--- src/pkg/bus_seq_defs.vh ---
`ifndef BUS_SEQ_DEFS_VH
`define BUS_SEQ_DEFS_VH

// ****************************************
// cycle kinds on the request port
// ****************************************
`define KIND_FETCH 3'h0
`define KIND_MEM_RD 3'h1
`define KIND_MEM_WR 3'h2
`define KIND_IO_RD 3'h3
`define KIND_IO_WR 3'h4
`define KIND_INTERNAL 3'h5

// ****************************************
// timing counts
// ****************************************
// reset pin must stay low this many system clocks
`define RESET_MIN_CLOCKS 3'h6
// least automatic stretch count of an external port cycle
`define IO_MIN_STRETCH 2'h1
// lower address bits kept in port cycles; the bits above are forced low
`define IO_ADDR_BITS 16

// ****************************************
// reset values
// ****************************************
`define RST_STROBE 1'b1
`define RST_ADDR 20'h00000
`define RST_DATA 8'h00

`endif

--- src/bus_cycle_seq.v ---
`timescale 1ns/100ps
`include "bus_seq_defs.vh"

// How it works
// - Memory and port cycles take phase_one..three; internal cycles take one idle_state.
// - System clock is the input clock divided by two; one state per period.
// - Stretch states go only between phase_two and phase_three.
// - opcode_fetch_strobe_n is low throughout every op-code fetch with the indicator enabled or forced.
// - Fetch address is driven at the start of phase_one.
// - storage_strobe_n and read_strobe_n fall mid phase_one of a fetch.
// - Fetch data latched at phase_three rise; cycle ends with phase_three.
// - Wait request combines the wait pin and the programmable generator.
// - Wait sampled at phase_two fall; low inserts one stretch state.
// - Address and strobes hold steady during stretch states.
// - Wait resampled each stretch fall; high moves on to phase_three.
// - Reads keep fetch strobe high and latch data at phase_three fall.
// - Writes drop storage_strobe_n mid phase_one, drive data at its end.
// - Write strobe falls at phase_two start; strobes then data release in phase_three.
// - Port cycles use port_strobe_n, untranslated 16-bit address, upper bits low.
// - External port cycles get at least one stretch; internal ones do not.
// - Internal cycles leave the bus idle with no strobes.
// - Reset pin low six clocks aborts and restarts at address zero.
// - bus_grant_n goes low in the same cycle that the bus is released.
// - Bus granted only at machine-cycle boundaries.
// - Released bus: address, data and four strobes tri-stated.
// - No refresh while released; the other master refreshes.
// - Bus request sampled at every fall; the fall inside phase_three, idle and release states decides.
// - Fetch strobe enable and port strobe timing are software selectable.
// - Compat set: port strobes fall mid phase_one; cleared: at phase_two rise.
// - Indicator disabled: fetch strobe only on forced fetches.
module bus_cycle_seq #(
	parameter ADDR_W = 20,
	parameter DATA_W = 8
) (
	input wire mclk,
	input wire rst_n,
	// core side request port
	input wire req_valid,
	input wire [2:0] req_kind,
	input wire [ADDR_W-1:0] req_addr,
	input wire [DATA_W-1:0] req_wdata,
	input wire req_port_internal,
	input wire req_force_indicator,
	output wire req_ready,
	output reg done,
	output reg [DATA_W-1:0] rdata,
	output reg restart,
	// mode and wait settings
	input wire fetch_indicator_enable,
	input wire port_timing_compat,
	input wire [1:0] mem_wait_count,
	input wire [1:0] io_wait_count,
	// pins
	output wire phi,
	input wire reset_pin_n,
	input wire wait_n,
	input wire bus_request_n,
	output reg bus_grant_n,
	output reg [ADDR_W-1:0] addr_out,
	output reg addr_oe,
	input wire [DATA_W-1:0] data_in,
	output reg [DATA_W-1:0] data_out,
	output reg data_oe,
	output reg storage_strobe_n,
	output reg port_strobe_n,
	output reg read_strobe_n,
	output reg data_put_strobe_n,
	output reg strobe_oe,
	output reg opcode_fetch_strobe_n
);

	// ****************************************
	// states, one per system clock
	// ****************************************
	localparam ST_T1 = 3'h0;
	localparam ST_T2 = 3'h1;
	localparam ST_TW = 3'h2;
	localparam ST_T3 = 3'h3;
	localparam ST_TI = 3'h4;
	localparam ST_TX = 3'h5;
	// no cycle pending, so an empty idle state reports nothing
	localparam KIND_IDLE = 3'h7;

	wire rise_en;
	wire fall_en;
	reg [2:0] st;
	reg [2:0] cur_kind;
	reg [1:0] wcnt;
	reg stretch;
	reg breq_seen;
	reg zero_next;
	reg [2:0] rst_cnt;
	reg wait_s1, wait_s;
	reg breq_s1, breq_s;
	reg rstin_s1, rstin_s;
	reg [DATA_W-1:0] din_s1, din_s;
	wire held_long;
	wire boundary;

	// ****************************************
	// helpers
	// ****************************************
	// port cycle test, used in several places
	function is_port;
		input [2:0] k;
		begin
			is_port = (k == `KIND_IO_RD) || (k == `KIND_IO_WR);
		end
	endfunction

	// write cycle test
	function is_write;
		input [2:0] k;
		begin
			is_write = (k == `KIND_MEM_WR) || (k == `KIND_IO_WR);
		end
	endfunction

	// system clock and its edge enables
	phase_gen u_phase (
		.mclk(mclk),
		.rst_n(rst_n),
		.phi(phi),
		.rise_en(rise_en),
		.fall_en(fall_en)
	);

	// ****************************************
	// pin synchronisers
	// ****************************************
	// two stages before any logic reads a pin
	always @(posedge mclk or negedge rst_n) begin
		if (!rst_n) begin
			wait_s1 <= 1'b1;
			wait_s <= 1'b1;
			breq_s1 <= 1'b1;
			breq_s <= 1'b1;
			rstin_s1 <= 1'b1;
			rstin_s <= 1'b1;
			din_s1 <= `RST_DATA;
			din_s <= `RST_DATA;
		end else begin
			wait_s1 <= wait_n;
			wait_s <= wait_s1;
			breq_s1 <= bus_request_n;
			breq_s <= breq_s1;
			rstin_s1 <= reset_pin_n;
			rstin_s <= rstin_s1;
			din_s1 <= data_in;
			din_s <= din_s1;
		end
	end

	// ****************************************
	// reset pin qualification
	// ****************************************
	// counts system clocks with the pin low, saturating
	always @(posedge mclk or negedge rst_n) begin
		if (!rst_n) begin
			rst_cnt <= 3'h0;
			restart <= 1'b0;
		end else begin
			restart <= 1'b0;
			if (rstin_s) begin
				restart <= held_long;
				rst_cnt <= 3'h0;
			end else if (rise_en && !held_long) begin
				rst_cnt <= rst_cnt + 3'h1;
			end
		end
	end

	assign held_long = (rst_cnt >= `RESET_MIN_CLOCKS);
	assign boundary = (st == ST_T3) || (st == ST_TI) || (st == ST_TX);
	// requests are taken only at a boundary with the bus kept
	assign req_ready = rise_en && boundary && !breq_seen && !held_long;

	// ****************************************
	// cycle sequencer, steps on both phi edges
	// ****************************************
	always @(posedge mclk or negedge rst_n) begin
		if (!rst_n) begin
			st <= ST_TI;
			cur_kind <= KIND_IDLE;
			wcnt <= 2'h0;
			stretch <= 1'b0;
			breq_seen <= 1'b0;
			zero_next <= 1'b1;
			done <= 1'b0;
			rdata <= `RST_DATA;
			bus_grant_n <= `RST_STROBE;
			addr_out <= `RST_ADDR;
			addr_oe <= 1'b1;
			data_out <= `RST_DATA;
			data_oe <= 1'b0;
			storage_strobe_n <= `RST_STROBE;
			port_strobe_n <= `RST_STROBE;
			read_strobe_n <= `RST_STROBE;
			data_put_strobe_n <= `RST_STROBE;
			strobe_oe <= 1'b1;
			opcode_fetch_strobe_n <= `RST_STROBE;
		end else begin
			done <= 1'b0;
			if (held_long) begin
				// abandon the cycle and idle until released
				st <= ST_TI;
				cur_kind <= KIND_IDLE;
				zero_next <= 1'b1;
				breq_seen <= 1'b0;
				bus_grant_n <= 1'b1;
				addr_oe <= 1'b1;
				strobe_oe <= 1'b1;
				data_oe <= 1'b0;
				storage_strobe_n <= 1'b1;
				port_strobe_n <= 1'b1;
				read_strobe_n <= 1'b1;
				data_put_strobe_n <= 1'b1;
				opcode_fetch_strobe_n <= 1'b1;
			end else if (rise_en) begin
				case (st)
				ST_T1: begin
					st <= ST_T2;
					if (is_write(cur_kind)) begin
						data_oe <= 1'b1;
						data_put_strobe_n <= 1'b0;
					end
					// late port strobes for peripheral timing
					if (is_port(cur_kind) && !port_timing_compat) begin
						port_strobe_n <= 1'b0;
						if (cur_kind == `KIND_IO_RD) begin
							read_strobe_n <= 1'b0;
						end
					end
				end
				ST_T2, ST_TW: begin
					// pins held unchanged while stretching
					if (stretch) begin
						st <= ST_TW;
						if (wcnt != 2'h0) begin
							wcnt <= wcnt - 2'h1;
						end
					end else begin
						st <= ST_T3;
						if (cur_kind == `KIND_FETCH) begin
							rdata <= din_s;
						end
					end
				end
				default: begin
					// close the finished cycle
					if (st == ST_T3) begin
						done <= 1'b1;
						storage_strobe_n <= 1'b1;
						port_strobe_n <= 1'b1;
						read_strobe_n <= 1'b1;
						opcode_fetch_strobe_n <= 1'b1;
						data_oe <= 1'b0;
					end else if (st == ST_TI && cur_kind == `KIND_INTERNAL) begin
						done <= 1'b1;
					end
					cur_kind <= KIND_IDLE;
					if (breq_seen) begin
						// release the bus and grant it in the same cycle
						st <= ST_TX;
						addr_oe <= 1'b0;
						strobe_oe <= 1'b0;
						data_oe <= 1'b0;
						bus_grant_n <= 1'b0;
					end else begin
						bus_grant_n <= 1'b1;
						addr_oe <= 1'b1;
						strobe_oe <= 1'b1;
						if (req_valid) begin
							cur_kind <= req_kind;
							data_out <= req_wdata;
							if (req_kind == `KIND_INTERNAL) begin
								st <= ST_TI;
							end else begin
								st <= ST_T1;
							end
							// address at the start of phase_one
							if (is_port(req_kind)) begin
								addr_out <= {{(ADDR_W-`IO_ADDR_BITS){1'b0}},
									req_addr[`IO_ADDR_BITS-1:0]};
							end else if (req_kind == `KIND_FETCH && zero_next) begin
								addr_out <= `RST_ADDR;
							end else if (req_kind != `KIND_INTERNAL) begin
								addr_out <= req_addr;
							end
							if (req_kind == `KIND_FETCH) begin
								zero_next <= 1'b0;
								opcode_fetch_strobe_n <=
									~(fetch_indicator_enable | req_force_indicator);
							end
							// programmable wait count for this cycle
							if (is_port(req_kind)) begin
								if (req_port_internal) begin
									wcnt <= 2'h0;
								end else if (io_wait_count < `IO_MIN_STRETCH) begin
									wcnt <= `IO_MIN_STRETCH;
								end else begin
									wcnt <= io_wait_count;
								end
							end else begin
								wcnt <= mem_wait_count;
							end
						end else begin
							st <= ST_TI;
						end
					end
				end
				endcase
			end else if (fall_en) begin
				breq_seen <= ~breq_s;
				case (st)
				ST_T1: begin
					if (cur_kind == `KIND_FETCH || cur_kind == `KIND_MEM_RD) begin
						storage_strobe_n <= 1'b0;
						read_strobe_n <= 1'b0;
					end else if (cur_kind == `KIND_MEM_WR) begin
						storage_strobe_n <= 1'b0;
					end else if (is_port(cur_kind) && port_timing_compat) begin
						port_strobe_n <= 1'b0;
						if (cur_kind == `KIND_IO_RD) begin
							read_strobe_n <= 1'b0;
						end
					end
				end
				ST_T2, ST_TW: begin
					// combined wait: pin low or generator still counting
					stretch <= ~wait_s | (wcnt != 2'h0);
				end
				ST_T3: begin
					if (cur_kind == `KIND_MEM_RD || cur_kind == `KIND_IO_RD) begin
						rdata <= din_s;
					end
					if (is_write(cur_kind)) begin
						storage_strobe_n <= 1'b1;
						port_strobe_n <= 1'b1;
						data_put_strobe_n <= 1'b1;
					end
				end
				default: begin
					stretch <= 1'b0;
				end
				endcase
			end
		end
	end

	// ****************************************
	// notes on the released bus
	// ****************************************
	// refresh is not this block's job; while granted nothing
	// touches the bus, so the other master refreshes
	// every sequencer step above sits on a rise or fall enable, except the held_long abort

endmodule // bus_cycle_seq

--- src/phase_gen.v ---
`timescale 1ns/100ps

// ****************************************
// system clock at half the input rate
// ****************************************
module phase_gen (
	input wire mclk,
	input wire rst_n,
	output reg phi,
	output wire rise_en,
	output wire fall_en
);

	// phi toggles every mclk, so each phase lasts one mclk
	always @(posedge mclk or negedge rst_n) begin
		if (!rst_n) begin
			phi <= 1'b0;
		end else begin
			phi <= ~phi;
		end
	end

	// one-cycle enables marking the next phi edge
	assign rise_en = ~phi;
	assign fall_en = phi;

endmodule // phase_gen

--- config.mk ---
export PLATFORM = sky130hd
export DESIGN_NAME = bus_cycle_seq
export DESIGN_NICKNAME = d
export VERILOG_FILES = /design/src/bus_cycle_seq.v /design/src/phase_gen.v
export VERILOG_INCLUDE_DIRS = /design/src /design/src/pkg
export SDC_FILE = /design/constraint.sdc
export NUM_CORES = 1
export LEC_CHECK = 0
export ABC_AREA = 0
export ABC_CLOCK_PERIOD_IN_PS = 2300
export BUFFER_PORTS_ARGS = -buffer_cell sky130_fd_sc_hd__buf_2
export CAP_MARGIN = 40
export CORE_UTILIZATION = 50
export CTS_CLUSTER_DIAMETER = 40
export CTS_CLUSTER_SIZE = 20
export DETAILED_ROUTE_END_ITERATION = 10
export GPL_TIMING_DRIVEN = 0
export PLACE_DENSITY = 0.77
export SLEW_MARGIN = 20
export SYNTH_ARGS = -nofsm -noshare
export SYNTH_HDL_FRONTEND = slang
export SYNTH_SLANG_ARGS = --single-unit
--- constraint.sdc ---
create_clock -name mclk -period 2.3 [get_ports mclk]
set_input_delay 0 -clock mclk [delete_from_list [all_inputs] [get_ports mclk]]
set_output_delay 0 -clock mclk [all_outputs]
set_load 0.05 [all_outputs]
==> flow_summary.toml, run 1 <==
[grt]
grt_pass1_wl_mm = 14.2
antenna_found_initial = 0
grt.total_usage = 0.252
grt_max_degree = 45
grt_pass1_vias = 2932
overflow = 0

[timing]
relSlewSlack = 0.663
setup_viol_count_final = 0
fin_skew_ps = 9.10
fmax_mhz = 468
drv_slew = 0
tns_ps = 0
min_period_over_period = 0.930
hold_viol_final = 0
timing.hold.ws_ps = 88.7
rsz0062_at_grt = "false"
setup_ws_ps = 161
worst_pin_slew_ps = 498
fin_crit_ps = 2140

[setup_path]
critPathRequiredTime_ps = 2300
crit_arrival_ps = 2140
reg2reg_slack_ps = 220
cpPeakStageDelay_ps = 450
reg2reg_depth = 5
r2r-end = "rdata[7]"
end_kind = "primary output"
cp_max_fo = 10
slowest_stage = "dfrtp_1"
cp_cell_sequence = "ha_1 > o21a_4 > clkbuf_4 > a2111oi_4 > buf_6"
crit_path_start_kind = "flop"
r2r-start = "st[1]"
crit_type = "flop to primary output"

[final_layout]
multi_input_area_um2 = 1300
drive_above_1_share = 0.366
regArea_um2 = 2070
final_util = 0.719
fillCellCount = 512
layout_common_cells = "buf_2, dfrtp_1, dlygate4sd3_1"
layout_commonest_cell = "buf_2"
areaGrowthSynthToFinish_pct = 38.0
diodes = 0
layout.nets = 516

[logic_synthesis]
synth_ff_type = "dfrtp_1"
synth_nets = 360
synth_area_um2 = 3560
synthDistinctLibCells = 52
yosys_warnings = 0
async_reset_ff_frac = 1.00
synthCells = 304
avgSynthCellArea_um2 = 11.7
ys_seq_area_frac = 0.583
synth_seq_cells = 82
synth_edf_count = 0

[power_and_ir_drop]
leakagePower_nw = 2.47
irDropWorstVdd_v = 0.000815
p_per_area_nw_per_um2 = 1280

[die]
initial_utilization = 0.521
core_um2 = 6830
dieArea_um2 = 7460
die_w_um = 86.4
placementRows = 30
io_pins = 102
die_y_um = 86.4

[route]
drt_iter0_drc = 211
wl_per_cell_um = 15.0
drc = 0
drt_pass1_iterations = 5
vias_per_cell = 5.25
drt-total-wl_mm = 8.42
antenna_left = 0
vias = 2944

[cts]
cts_tree = "done"
clock-sinks = 82
cts_buffer_depth = 2
clkTransAtPathRegs_ps = 80
htreeDepth = 3
clockRootBuffer = "clkbuf_8"
cts_setup_buffers = 0
clock_latency_ps = 340
cts_made_buffers = 9

[placed_design]
port_buffers = 101
dp_hpwl_mm = 5.32
gp_congestion = 0.874
dpl_worst_slack_ps = 38.6

[worst_hold_path]
hold_end = "opcode_fetch_strobe_n"
min_path_cells = 4
worstHoldPathType = "input port to flop"
min_from = "req_force_indicator"

[status]
status = "complete, no violations"

[job]
max-cap-violations = 0
worst max-delay path: cells and delay by family, from the launching register on:
family,cells,cell delay [ps]
flip-flops,1,450
adder cells (fa/ha/maj),1,260
buffers and inverters,2,420
AO/OA/AOI/OAI,2,660
cell families (layout without fill, tap and decap cells):
kind of cell	after synthesis	after routing	synth area share
flops	82	82	0.583
simple gates	79	79	0.117
compound gates	50	50	0.103
buf+inv	46	207	0.0598
mux	39	39	0.115
xor+xnor	5	5	0.0123
fa+ha+maj	3	3	0.0105
metrics by stage:
| stage | area, µm² | cells | power (mW) |
|---|---|---|---|
| floorplan | 3580 | 304 | 4.33 |
| global placement | 4200 | 501 | 4.94 |
| detailed placement | 4230 | 502 | 5.03 |
| CTS | 4900 | 561 | 6.26 |
| global route | 4910 | 561 | 6.60 |
| finish | 4910 | 561 | 6.26 |
synthesized netlist by cell type, types with 3 or more instances:
cell / number / area (µm²)
a2111oi_0: 4 / 35.0
a211oi_1: 6 / 45.0
a21oi_1: 8 / 40.0
and3_1: 3 / 18.8
buf_4: 4 / 30.0
buf_6: 3 / 33.8
clkbuf_1: 8 / 30.0
dfrtp_1: 65 / 1630
dfstp_2: 17 / 447
ha_1: 3 / 37.5
inv_1: 29 / 109
mux2_2: 16 / 180
mux2i_1: 23 / 230
nand2_1: 30 / 113
nor2_1: 14 / 52.6
nor3_1: 3 / 15.0
nor4_1: 4 / 25.0
nor4b_1: 3 / 26.3
o21ai_0: 5 / 25.0
o31a_1: 3 / 26.3
o32a_1: 3 / 30.0
or3_1: 4 / 25.0
xnor2_1: 3 / 26.3
area by class of cell:
class	instances	share of cell area
inverter	29	0.0222
clock buffer	9	0.0252
multi-input combinational	176	0.265
buffer	16	0.0211
timing repair buffer	146	0.198
clock inverter	7	0.0214
sequential	82	0.422
tap	96	0.0245
timing repair:
action                                  4_1_cts  5_1_grt
endpoints found under the setup margin        1        3
endpoints found under the hold margin        80        0
resized for setup                             3        4
hold buffers                                 44        0
layer usage:
layer,global-route usage,vias up,part of all wire
met5,0,-,0
met4,0.0894,0,0.016
met3,0.0533,15,0.046
met2,0.426,94,0.54
met1,0.322,1450,0.40
li1,-,1385,-
registers in the layout, summed over array words and instances (netlist names), 2 cells and up:
name and flops:
st 3, rst_cnt 3, din_s1 8, rdata 8, din_s 8, addr_out 20, cur_kind 3, data_out 8
wcnt 2
report_power, final:
group | internal [mW] | switching, mW | leakage (nW)
Clock | 0.631 | 0.538 | 0.113
Sequential | 1.94 | 0.239 | 0.962
Combinational | 0.801 | 2.12 | 1.40
worst max path at each step:
stage / from / slack (ps) / end
after global placement: rst_cnt[0] / 100 / wcnt[1]
after CTS: rst_cnt[0] / 10 / wcnt[1]
after detailed placement: rst_cnt[0] / 40 / wcnt[1]
after global routing: rst_cnt[0] / 8 / wcnt[1]
after floorplan: u_phase.fall_en / 300 / rdata[0]
final: rst_cnt[1] / 160 / req_ready
Power figures use the tool's default switching activity.
==> inputs of run 2 (changes only) <==
--- a/config.mk
+++ b/config.mk
@@ -11,6 +11,7 @@
 export BUFFER_PORTS_ARGS = -buffer_cell sky130_fd_sc_hd__buf_2
 export CAP_MARGIN = 40
 export CORE_UTILIZATION = 50
+export CTS_BUF_LIST = sky130_fd_sc_hd__clkbuf_4
 export CTS_CLUSTER_DIAMETER = 40
 export CTS_CLUSTER_SIZE = 20
 export DETAILED_ROUTE_END_ITERATION = 10
==> flow_summary.toml, run 2 (synthesized netlist as in run 1, its figures left out) <==
[timing]
relSlewSlack = 0.641
drv_slew = 0
min_period_over_period = 0.947
worst_pin_slew_ps = 531
fin_skew_ps = 14.3
fmax_mhz = 459
setup_viol_count_final = 0
setup_ws_ps = 123
rsz0062_at_grt = "false"
fin_crit_ps = 2180
tns_ps = 0
hold_viol_final = 0

[cts]
htreeDepth = 3
clockRootBuffer = "clkbuf_4"
clkTransAtPathRegs_ps = 130
clock_latency_ps = 420
cts_buffer_depth = 2
clock-sinks = 82
cts_made_buffers = 9
cts_tree = "done"

[status]
status = "complete, no violations"

[setup_path]
critPathRequiredTime_ps = 2300
slowest_stage = "dfrtp_2"
end_kind = "primary output"
cp_max_fo = 10
cp_cell_sequence = "ha_1 > o21a_4 > clkbuf_4 > a2111oi_4 > buf_6"
reg2reg_depth = 5
crit_path_start_kind = "flop"
crit_type = "flop to primary output"
crit_arrival_ps = 2180
cpPeakStageDelay_ps = 470

[power_and_ir_drop]
power_frac_clock = 0.162
leakagePower_nw = 2.46
irDropWorstVdd_v = 0.000842
p_sw_mw = 2.87
p_per_area_nw_per_um2 = 1240
swShare = 0.473
combinationalPowerShare = 0.480
pwr-share-seq = 0.358
intPower_mw = 3.20

[route]
vias = 2923
drc = 0
antenna_left = 0
drt_iter0_drc = 168
wl_per_cell_um = 14.8
vias_per_cell = 5.18
drt-total-wl_mm = 8.34
drt_pass1_iterations = 4

[worst_hold_path]
worstHoldPathType = "input port to flop"
min_path_cells = 4

[placed_design]
port_buffers = 101
dpl_worst_slack_ps = 38.6
dp_hpwl_mm = 5.32
gp_congestion = 0.874
place_area_um2 = 4230

[grt]
grt.total_usage = 0.249
grt_use_met1 = 0.317
met3_usage = 0.0476
grt_pass1_wl_mm = 14.0
overflow = 0
grt_pass1_vias = 2952
antenna_found_initial = 0
grt_max_degree = 45
top_usage_layer = "met2"
use_met2 = 0.409

[final_layout]
layout.nets = 519
top_register = "addr_out"
largest_register_ffs = 20
fin_area_um2 = 4880
diodes = 0
layout_common_cells = "buf_2, dfrtp_1, dlygate4sd3_1"
areaGrowthSynthToFinish_pct = 37.3
layout_commonest_cell = "buf_2"
drive_above_1_share = 0.368

[die]
io_pins = 102
die_y_um = 86.4
dieArea_um2 = 7460
die_w_um = 86.4
initial_utilization = 0.521
core_um2 = 6830
placementRows = 30

[job]
max-cap-violations = 0
## run 2: worst paths after layout
check	startpoint	endpoint	slack [ps]
hold reg to reg	wait_s1	wait_s	350
min in group asynchronous	rst_n	data_out[7]	90
setup reg to reg	rst_cnt[1]	wcnt[1]	230
setup / recovery	rst_cnt[1]	req_ready	120
hold / removal	port_timing_compat	port_strobe_n	50
max in group asynchronous	rst_n	breq_s1	1550
## run 2: layer usage
layer | vias to the layer above | part of all wire | routed length [µm]
met5 | - | 0 | 0
met4 | 0 | 0.025 | 212
met3 | 20 | 0.050 | 419
met2 | 87 | 0.52 | 4360
met1 | 1428 | 0.40 | 3350
li1 | 1388 | - | -
## run 2: timing repair
action | 4_1_cts | 5_1_grt
buffers inserted | 0 | 1
hold buffers | 46 | 0
hold endpoints to repair | 125 | 0
pin swaps | 0 | 1
gates resized for setup | 6 | 2
setup endpoints to repair | 2 | 1
## run 2: power groups by stage
stage          clock network [mW]  registers, mW  logic [mW]
2_1_floorplan                   0           3.44       0.893
3_3_place_gp                    0           2.18        2.77
3_5_place_dp                    0           2.20        2.83
4_1_cts                      1.01           2.17        2.90
5_1_grt                      1.06           2.23        3.10
6_report                    0.986           2.17        2.91
## run 2: layout make-up
class                   count  area, µm²
inverters                  29        109
clock inverters             7        105
plain buffers              16        104
fillers                   533       1950
clock buffers               9       67.6
repair buffers            149       1000
flip-flops and latches     82       2070
well taps                  96        120
multi-input cells         176       1300
## run 2: through the flow
| step | power (mW) | util | hold WS (ps) | cells |
|---|---|---|---|---|
| floorplan | 4.33 | - | -296 | 304 |
| global placement | 4.94 | 0.615 | 106 | 501 |
| detailed placement | 5.03 | 0.618 | 7.57 | 502 |
| CTS | 6.08 | 0.713 | 12.7 | 563 |
| global route | 6.40 | 0.715 | 64.4 | 564 |
| finish | 6.07 | 0.715 | 46.9 | 564 |
## run 2: critical path, delay by kind of cell (launching register included)
kind / cells / cell delay (ps)
compound gates: 2 / 630
flops: 1 / 470
buf+inv: 2 / 430
fa+ha+maj: 1 / 240
==> inputs of run 3 (changes only) <==
--- a/config.mk
+++ b/config.mk
@@ -10,13 +10,14 @@
 export ABC_CLOCK_PERIOD_IN_PS = 2300
 export BUFFER_PORTS_ARGS = -buffer_cell sky130_fd_sc_hd__buf_2
 export CAP_MARGIN = 40
-export CORE_UTILIZATION = 50
+export CORE_MARGIN = 3
+export CORE_UTILIZATION = 54
 export CTS_BUF_LIST = sky130_fd_sc_hd__clkbuf_4
 export CTS_CLUSTER_DIAMETER = 40
 export CTS_CLUSTER_SIZE = 20
 export DETAILED_ROUTE_END_ITERATION = 10
 export GPL_TIMING_DRIVEN = 0
-export PLACE_DENSITY = 0.77
+export PLACE_DENSITY = 0.83
 export SLEW_MARGIN = 20
 export SYNTH_ARGS = -nofsm -noshare
 export SYNTH_HDL_FRONTEND = slang
==> flow_summary.toml, run 3 (synthesized netlist as in run 1, its figures left out) <==
[status]
status = "complete, no violations"

[cts]
clock_latency_ps = 440
clock-sinks = 82
clkTransAtPathRegs_ps = 130
clockRootBuffer = "clkbuf_4"
cts_buffer_depth = 2
htreeDepth = 3
cts_made_buffers = 9
cts_tree = "done"

[route]
vias_per_cell = 5.47
antenna_left = 0
vias = 2965
drt_pass1_iterations = 4
wl_per_cell_um = 16.2
drt-total-wl_mm = 8.78
drt_iter0_drc = 217
drc = 0

[setup_path]
cp_cell_sequence = "inv_1 > ha_1 > o21a_4 > clkbuf_4 > a2111oi_4 > buf_6"
cp_top_family = "compound AO/OA/AOI/OAI gates"
critPathRequiredTime_ps = 2300
critPathBufInv = 3
crit_path_start_kind = "flop"
crit_type = "flop to primary output"
crit_arrival_ps = 2190
cpPeakStageDelay_ps = 420
end_kind = "primary output"
slowest_stage = "dfrtp_1"
cp_max_fo = 10

[grt]
grt.total_usage = 0.252
grt_pass1_vias = 3063
overflow = 0
grt_max_degree = 50
antenna_found_initial = 0
grt_pass1_wl_mm = 14.7

[timing]
setup_ws_ps = 108
fmax_mhz = 456
tns_ps = 0
relSlewSlack = 0.658
drv_slew = 0
min_period_over_period = 0.953
timing.hold.ws_ps = 33.0
hold_viol_final = 0
worst_pin_slew_ps = 506
fin_skew_ps = 15.3
rsz0062_at_grt = "false"
fin_crit_ps = 2190
setup_viol_count_final = 0

[die]
io_pins = 102
core_um2 = 6130
die_y_um = 87.2
initial_utilization = 0.580
placementRows = 28
dieArea_um2 = 7600
die_w_um = 87.2

[final_layout]
top_register = "addr_out"
fin_area_um2 = 4850
layout.nets = 518
layout_common_cells = "buf_2, dfrtp_1, dlygate4sd3_1"
largest_register_ffs = 20
layout_commonest_cell = "buf_2"
areaGrowthSynthToFinish_pct = 36.4
diodes = 0
fillCellCount = 372
drive_above_1_share = 0.366

[power_and_ir_drop]
combinationalPowerShare = 0.479
power.total_mw = 6.09
p_sw_mw = 2.89
p_per_area_nw_per_um2 = 1250
pwr-share-seq = 0.360
intPower_mw = 3.19
power_frac_clock = 0.161
swShare = 0.476
irDropWorstVdd_v = 0.00112
leakagePower_nw = 2.46

[worst_hold_path]
worstHoldPathType = "input port to flop"

[placed_design]
dpl_worst_slack_ps = 74.2
gp_congestion = 0.862
port_buffers = 101
dp_hpwl_mm = 5.65
place_area_um2 = 4210

[job]
max-cap-violations = 0
-- run 3: cell types whose count changed in the layout (fill, tap and decap cells not counted), sizes merged --
cell,before,now
clkinv,0,2
buf,112,111
inv,33,31
-- run 3: per-stage QoR --
stage	std cells	utilization
after floorplan	304	-
after global placement	480	0.681
after detailed placement	481	0.686
after CTS	542	0.789
after global routing	542	0.792
final	542	0.792
-- run 3: final timing paths --
kind / from / slack, ps / cells past startpoint / to
worst max-delay path: rst_cnt[0] / 110 / 6 / req_ready
worst min-delay path: port_timing_compat / 30 / 4 / port_strobe_n
worst max register to register: rst_cnt[0] / 200 / 6 / wcnt[1]
worst min register to register: din_s1[6] / 370 / 0 / din_s[6]
max in group asynchronous: rst_n / 1620 / 3 / zero_next
min in group asynchronous: rst_n / 40 / 2 / rst_cnt[2]
-- run 3: worst min-delay path, delay by kind of cell --
| family | cells | cell delay [ps] |
|---|---|---|
| and+or+nand+nor | 1 | 120 |
| AOI/OAI and AO/OA | 2 | 230 |
| buffers and inverters | 1 | 120 |
-- run 3: power by group through the flow --
stage / logic (mW) / registers, mW / clock network (mW)
after floorplan: 0.893 / 3.44 / 0
after global placement: 2.78 / 2.18 / 0
after detailed placement: 2.84 / 2.20 / 0
after CTS: 2.90 / 2.18 / 1.00
after global routing: 3.10 / 2.24 / 1.06
final: 2.92 / 2.19 / 0.981
-- run 3: cell type report --
class / instances / area [µm²] / area share
clock buffer: 9 / 67.6 / 0.0139
sequential: 82 / 2070 / 0.427
inverter: 29 / 109 / 0.0224
clock inverter: 7 / 101 / 0.0209
tap: 75 / 93.8 / 0.0193
multi-input combinational: 176 / 1300 / 0.268
timing repair buffer: 148 / 1000 / 0.206
buffer: 16 / 104 / 0.0214
-- run 3: what timing repair did --
item | CTS | global route
buffers inserted | 0 | 0
pin swaps | 0 | 1
setup endpoints to repair | 1 | 3
resized for setup | 4 | 4
hold buffers | 46 | 0
endpoints found under the hold margin | 119 | 0
-- run 3: metal layers --
layer / wire length (µm) / global-route usage
met1: 3500 / 0.315
met4: 262 / 0.116
met5: 0 / 0
met3: 605 / 0.0653
met2: 4400 / 0.411
